## config.mk

```make
export PLATFORM = sky130hd
export DESIGN_NAME = iort_access_timer
export DESIGN_NICKNAME = d
export VERILOG_FILES = /design/src/pkg/iort_pkg.sv /design/src/iort_access_timer.sv
export SDC_FILE = /design/constraint.sdc
export NUM_CORES = 1
export LEC_CHECK = 0
export BUFFER_PORTS_ARGS = -buffer_cell sky130_fd_sc_hd__buf_4
export CORE_ASPECT_RATIO = 0.5
export CORE_MARGIN = 2
export CORE_UTILIZATION = 54
export CTS_BUF_LIST = sky130_fd_sc_hd__clkbuf_8
export DETAILED_ROUTE_END_ITERATION = 16
export PLACE_DENSITY = 0.95
export SETUP_SLACK_MARGIN = 0.3
export SYNTH_ARGS = -nofsm -noshare
export SYNTH_HDL_FRONTEND = slang
export SYNTH_SLANG_ARGS = --single-unit
export TNS_END_PERCENT = 10
```

## constraint.sdc

```tcl
create_clock -name clock -period 6.8 [get_ports clock]
set_clock_uncertainty 0.2 [all_clocks]
set_input_delay 1.36 -clock clock [delete_from_list [all_inputs] [get_ports clock]]
set_output_delay 1.36 -clock clock [all_outputs]
set_load 0.02 [all_outputs]
```

## src/pkg/iort_pkg.sv

```systemverilog
// Purpose: Shared constants and types for the I/O register access timer
// Assumes: All clocks are integer divisions of the core clock
// Notes:   Bus codes match the target field of a request

package iort_pkg;

  // ***************************************************
  // Timing and encodings
  // ***************************************************
  localparam int unsigned IORT_MAIN_BUS_CYCLES = 1;  // Main internal bus
  localparam int unsigned IORT_CLK_N           = 3;  // Derived clocks
  localparam int unsigned IORT_CLK_PERIPH      = 0;
  localparam int unsigned IORT_CLK_FLASH       = 1;
  localparam int unsigned IORT_CLK_EXTBUS      = 2;

  localparam logic [2:0] IORT_BUS_NONE  = 3'h0;  // No peripheral bus
  localparam logic [2:0] IORT_BUS_P1    = 3'h1;  // Peripheral bus 1
  localparam logic [2:0] IORT_BUS_P2    = 3'h2;  // First synchronised bus
  localparam logic [2:0] IORT_BUS_P6    = 3'h6;  // Last peripheral bus
  localparam logic [2:0] IORT_BUS_EXT   = 3'h7;  // External bus control

  // Control states, one-hot
  typedef enum logic [3:0] {
    IORT_ST_IDLE   = 4'h1,
    IORT_ST_MAIN   = 4'h2,
    IORT_ST_SYNC   = 4'h4,
    IORT_ST_PERIPH = 4'h8
  } iort_state_t;

endpackage

```

## src/iort_access_timer.sv

```systemverilog
// Purpose: Times each core access to I/O registers across clock ratios
// Assumes: Divider inputs come from core-clock logic, value 0 acts as 1
// Notes:   One access in flight; response only after target completes

`timescale 1ns/1ps
`default_nettype none

module iort_access_timer
  import iort_pkg::*;
#(
  parameter int unsigned ADDR_W = 32,
  parameter int unsigned DATA_W = 32,
  parameter int unsigned DIV_W  = 4,
  parameter int unsigned CYC_W  = 4,
  parameter int unsigned LAT_W  = 8
) (
  // Clock and reset
  input  wire  logic              clock,
  input  wire  logic              srst,
  // Clock ratios
  input  wire  logic [DIV_W-1:0]  pclk_div,
  input  wire  logic [DIV_W-1:0]  flash_interface_clock_div,
  input  wire  logic [DIV_W-1:0]  bclk_div,
  // Core request
  input  wire  logic              req_valid,
  input  wire  logic              req_write,
  input  wire  logic [2:0]        req_bus,
  input  wire  logic              req_flash,
  input  wire  logic              req_bus_err,
  input  wire  logic [CYC_W-1:0]  req_periph_cycles,
  input  wire  logic [ADDR_W-1:0] req_addr,
  input  wire  logic [DATA_W-1:0] req_wdata,
  input  wire  logic              main_bus_busy,
  output logic                    req_ready,
  // Core response
  output logic                    rsp_valid,
  output logic [DATA_W-1:0]       rsp_rdata,
  output logic [LAT_W-1:0]        rsp_cycles,
  // Target register side
  input  wire  logic [DATA_W-1:0] tgt_rdata,
  output logic                    tgt_strobe,
  output logic [2:0]              tgt_bus,
  output logic                    tgt_write,
  output logic [ADDR_W-1:0]       tgt_addr,
  output logic [DATA_W-1:0]       tgt_wdata
);

  // ***************************************************
  // Elaboration checks
  // ***************************************************
  if (DIV_W < 1 || CYC_W < 1 || LAT_W < 2 || ADDR_W < 1 || DATA_W < 1) begin
    $error("iort_access_timer: unsupported width parameter");
  end

  // ***************************************************
  // Derived clock phase counters
  // ***************************************************
  logic [DIV_W-1:0] div_sel [IORT_CLK_N];
  logic [DIV_W-1:0] phase_reg  [IORT_CLK_N];
  logic [DIV_W-1:0] phase_next [IORT_CLK_N];
  logic [IORT_CLK_N-1:0] clk_edge;

  assign div_sel[IORT_CLK_PERIPH] = pclk_div;
  assign div_sel[IORT_CLK_FLASH]  = flash_interface_clock_div;
  assign div_sel[IORT_CLK_EXTBUS] = bclk_div;

  // Edge marks the last core cycle of each slow period
  for (genvar g = 0; g < IORT_CLK_N; g++) begin : g_phase
    always_comb begin
      clk_edge[g] = (div_sel[g] <= DIV_W'(1))
                    || (phase_reg[g] >= div_sel[g] - DIV_W'(1));
      phase_next[g] = clk_edge[g] ? '0 : phase_reg[g] + DIV_W'(1);
    end
    always_ff @(posedge clock) begin
      if (srst) begin
        phase_reg[g] <= '0;
      end else begin
        phase_reg[g] <= phase_next[g];
      end
    end
  end

  // ***************************************************
  // Access sequencing
  // ***************************************************
  iort_state_t       state_reg,  state_next;
  logic              ready_reg,  ready_next;
  logic              rsp_reg,    rsp_next;
  logic [DATA_W-1:0] rdata_reg,  rdata_next;
  logic [LAT_W-1:0]  lat_reg,    lat_next;
  logic [LAT_W-1:0]  cyc_reg,    cyc_next;
  logic              stb_reg,    stb_next;
  logic [2:0]        bus_reg,    bus_next;
  logic              wr_reg,     wr_next;
  logic [ADDR_W-1:0] addr_reg,   addr_next;
  logic [DATA_W-1:0] wdata_reg,  wdata_next;
  logic              sync_reg,   sync_next;
  logic [1:0]        csel_reg,   csel_next;
  logic [CYC_W-1:0]  pcnt_reg,   pcnt_next;
  logic              need_sync;
  logic [1:0]        csel_req;
  logic              sel_edge;

  // Which requests cross a divided clock, and which clock
  always_comb begin
    need_sync = ((req_bus >= IORT_BUS_P2) && (req_bus <= IORT_BUS_P6))
                || ((req_bus == IORT_BUS_EXT) && !req_bus_err);
    if (req_bus == IORT_BUS_EXT) begin
      csel_req = 2'(IORT_CLK_EXTBUS);
    end else if (req_flash) begin
      csel_req = 2'(IORT_CLK_FLASH);
    end else begin
      csel_req = 2'(IORT_CLK_PERIPH);
    end
    sel_edge = clk_edge[csel_reg];
  end

  // Next-state logic for the access engine
  always_comb begin
    state_next = state_reg;
    ready_next = ready_reg;
    rsp_next   = 1'b0;
    rdata_next = rdata_reg;
    lat_next   = lat_reg;
    cyc_next   = cyc_reg;
    stb_next   = stb_reg;
    bus_next   = bus_reg;
    wr_next    = wr_reg;
    addr_next  = addr_reg;
    wdata_next = wdata_reg;
    sync_next  = sync_reg;
    csel_next  = csel_reg;
    pcnt_next  = pcnt_reg;
    case (state_reg)
      IORT_ST_IDLE: begin
        // Held off while another master owns the main bus
        if (req_valid && ready_reg && !main_bus_busy) begin
          state_next = IORT_ST_MAIN;
          ready_next = 1'b0;
          bus_next   = req_bus;
          wr_next    = req_write;
          addr_next  = req_addr;
          wdata_next = req_wdata;
          sync_next  = need_sync;
          csel_next  = csel_req;
          pcnt_next  = (req_periph_cycles == '0) ? CYC_W'(1)
                                                 : req_periph_cycles;
          lat_next   = LAT_W'(IORT_MAIN_BUS_CYCLES);
        end
      end
      IORT_ST_MAIN: begin
        // Sync wait closes on the next slow edge, so main plus sync
        // never exceeds one slow period
        if (sync_reg && !sel_edge) begin
          state_next = IORT_ST_SYNC;
        end else begin
          state_next = IORT_ST_PERIPH;
          stb_next   = 1'b1;
        end
      end
      IORT_ST_SYNC: begin
        lat_next = lat_reg + LAT_W'(1);
        if (sel_edge) begin
          state_next = IORT_ST_PERIPH;
          stb_next   = 1'b1;
        end
      end
      IORT_ST_PERIPH: begin
        lat_next = lat_reg + LAT_W'(1);
        if (pcnt_reg <= CYC_W'(1)) begin
          // Answer only once the target finished, writes included
          state_next = IORT_ST_IDLE;
          stb_next   = 1'b0;
          rsp_next   = 1'b1;
          cyc_next   = lat_reg + LAT_W'(1);
          rdata_next = wr_reg ? '0 : tgt_rdata;
          ready_next = 1'b1;
        end else begin
          pcnt_next = pcnt_reg - CYC_W'(1);
        end
      end
      default: begin
        state_next = IORT_ST_IDLE;
        ready_next = 1'b1;
        stb_next   = 1'b0;
      end
    endcase
  end

  // Registers only; reset leaves the engine idle and ready
  always_ff @(posedge clock) begin
    if (srst) begin
      state_reg <= IORT_ST_IDLE;
      ready_reg <= 1'b1;
      rsp_reg   <= 1'b0;
      rdata_reg <= '0;
      lat_reg   <= '0;
      cyc_reg   <= '0;
      stb_reg   <= 1'b0;
      bus_reg   <= IORT_BUS_NONE;
      wr_reg    <= 1'b0;
      addr_reg  <= '0;
      wdata_reg <= '0;
      sync_reg  <= 1'b0;
      csel_reg  <= 2'(IORT_CLK_PERIPH);
      pcnt_reg  <= '0;
    end else begin
      state_reg <= state_next;
      ready_reg <= ready_next;
      rsp_reg   <= rsp_next;
      rdata_reg <= rdata_next;
      lat_reg   <= lat_next;
      cyc_reg   <= cyc_next;
      stb_reg   <= stb_next;
      bus_reg   <= bus_next;
      wr_reg    <= wr_next;
      addr_reg  <= addr_next;
      wdata_reg <= wdata_next;
      sync_reg  <= sync_next;
      csel_reg  <= csel_next;
      pcnt_reg  <= pcnt_next;
    end
  end

  // Outputs straight from flip-flops
  assign req_ready  = ready_reg;
  assign rsp_valid  = rsp_reg;
  assign rsp_rdata  = rdata_reg;
  assign rsp_cycles = cyc_reg;
  assign tgt_strobe = stb_reg;
  assign tgt_bus    = bus_reg;
  assign tgt_write  = wr_reg;
  assign tgt_addr   = addr_reg;
  assign tgt_wdata  = wdata_reg;

endmodule

`default_nettype wire

```

==> results.md <==
* Nets@finish at 1015
* Setup Fix Bufs, Post-CTS at 0
* Netlist Area Pre-Place at 5690 um2
* RSZ-0062 raised after global routing: false
* Pint at 1.489 mW
* Worst-path cell chain: buf_4, nand3b_1, or2_2, buf_4, a21o_2, or2_2, a21oi_1
* DIE AREA at 11420 um2
* Status: completed
* Setup-failing EPs final at 0
* Post-route insts no fill at 1020
* Arr. time, crit path at 3130 ps
* Max cap viols at 0
* CTS Buf Count at 17
* Area contributors post-synth: dfxtp_1 (50%), nand2_1 (10%), a21oi_1 (7.9%)
* Initial Util at 0.5571
* Post-synth top cells: nand2_1 (151), dfxtp_1 (142), a21oi_1 (90)
* Post-Syn Nets at 799
* Met2 routed WL at 7.530 mm
* Worst-path clk slew at 80 ps
* Crit end category: flip-flop
* Minimum clock period at 2979 ps
* Diodes inserted at 0
* Asr flop ratio synth at 0
* Clk_lat worst skew at 410 ps
* Worst r2r src: state_reg[3]$_SDFFE_PP0P_
* Slew HR at 0.2097
* Max VDD drop at 0.1459 mV
* Sum Neg Setup Slack at 0 ps
* Post-route cell area at 7926 um2
* Antenna violations before repair at 0
* Post-synthesis sequential area ratio at 0.4996
* Synth Flop Type: dfxtp_1
* Global route overflow at 0
* Total wire length at 14.89 mm
* Die width at 149.2 um
* Largest net degree at the start of global routing at 76
* Setup CP Type: primary input to flip-flop
* Worst path top cell family by delay: simple AND/OR/NAND/NOR gates
* Via count at 5375
* Net Sw Frac at 0.2397
* Area growth syn-to-layout at 39.29%
* Net switching power at 0.4694 mW
* Fin util at 0.7760
* Worst min path class: flip-flop to flip-flop
* Top sig layer: met4
* Rows at 26
* # DRC at 0
* Mapped Cells at 653
* Placed instance area at 7447 um2
* First-pass GRT wire length at 23.78 mm
* Slew @ Worst Pin at 1182 ps
* Slowest stage delay, CP at 350 ps
* Wire length on met1 at 6.132 mm
* Worst Setup SP: main_bus_busy
* Clock power frac at 0.415
* Post-CTS Resized at 0
* Detail Route met3 WL at 874 um
* Vias in the first global route at 4931
* Worst path buffer plus inverter count at 2
* Slowest library cell on the worst path: buf_4
* Core Area at 10210 um2
* Placed insts at 990
* Max clock buf depth at 2
* Final antenna-violating net count at 0
* Power share of the combinational group at 0.130
* Final HPWL DP at 10.48 mm
* Worst EP required at 6950 ps
* Fillers at 727
* I/O pin count at 233
* Top-count cell post-synth: nand2_1
* GRT Resource Usage Total at 0.2583
* Yosys warns at 0
* Synth unique cells at 44
* Synth Register Bits at 142
* Slew Limit Fails at 0
* Seq pwr share at 0.455
* TritonRoute pass-1 iters at 5
* Worst Setup Start Kind: primary input
* I/O Buffers at 232
* DR WL/cell at 14.59 um
* Post-synth EDFFs at 0
* Largest fanout on the critical path at 75
* CTS Hold Bufs at 0
* Clock sinks at 142
* Htree depth at 4
* Yosys top cell by area: dfxtp_1
* DRT iter0 DRCs at 382
* Final hold violation count at 0
* Final GP Congestion at 0.8205
* Min-Delay Startpoint: tgt_addr[30]$_SDFFE_PP0P_
* CTS root buffer: clkbuf_8
* FMAX at 335.7 MHz
* Leakage at 3.502 nW
* Vert. Die Dim at 76.59 um
* Share of the synthesized area in the top cell type at 0.4996
* Routed vias/inst at 5.270
* Share of post-route cells with drive strength above 1 at 0.3148
* Syn Area/Cell at 8.714 um2
* CTS tree: yes
* Period utilisation layout at 0.4380
* PwrDens at 247.1 nW/um2
* Final Power at 1.958 mW
==> worst paths after layout <==
kind                                endpoint  slack [ps]  cells past startpoint
setup reg to reg  rsp_rdata[25]$_SDFFE_PP0P_        3870                      4
setup / recovery    pcnt_reg[2]$_SDFFE_PP0P_        3820                      7
hold reg to reg    tgt_addr[30]$_SDFFE_PP0P_         250                      2
hold / removal     tgt_addr[30]$_SDFFE_PP0P_         250                      2
==> per-layer routing <==
layer  track usage  vias up
met5             0        -
met4        0.1076        0
li1              -     2650
met3       0.05449       34
met2        0.4452      213
met1        0.3147     2478
==> tightest hold or removal path, delay by kind of cell (launching register included) <==
family,cells,cell delay [ps]
AOI/OAI and AO/OA,1,50
DFF,1,310
and+or+nand+nor,1,50
==> metrics by stage <==
stage,worst slack (ps),hold WS (ps)
6_report,3821,253.3
5_1_grt,3704,283.1
4_1_cts,3848,256.6
3_5_place_dp,3388,246.6
2_1_floorplan,3765,229.7
3_3_place_gp,3433,242.6
==> layout by cell type, fill, tap and decap left out, drive strengths merged, types with 7 or more instances in the layout <==
cell    instances
buf           235
nand2         151
dfxtp         142
a21oi          90
nor2           41
a22o           32
ha             24
inv            22
clkbuf         17
o21ai          16
nor3           12
xnor2          11
nand3          11
a211oi          9
nand2b          8
xor2            8
bufinv          7
==> area by class of cell <==
type	count	area (um2)	area share
sequential	142	2843	0.3586
multi-input combinational	454	2594	0.3272
timing repair buffer	235	1764	0.2226
clock inverter	13	245.2	0.03094
clock buffer	17	234.0	0.02952
tap	140	175.2	0.02210
inverter	19	71.32	0.008998
==> power groups by stage <==
stage	Clock (mW)	Combinational, mW	Sequential (mW)
floorplan	0	0.112	0.931
global placement	0	0.244	0.907
detailed placement	0	0.254	0.909
CTS	0.823	0.256	0.890
global route	0.869	0.282	0.895
finish	0.814	0.255	0.890
==> kinds of logic (layout without fill, tap and decap cells) <==
kind of cell / after synthesis / after routing / synth area share
AO/OA/AOI/OAI: 160 / 160 / 0.1755
XOR/XNOR: 19 / 19 / 0.02924
adder cells (fa/ha/maj): 24 / 24 / 0.05277
AND/OR/NAND/NOR: 250 / 250 / 0.1941
flip-flops: 142 / 142 / 0.4996
buffers and inverters: 57 / 284 / 0.04705
multiplexers: 1 / 1 / 0.001759
Power figures use the tool's default switching activity.
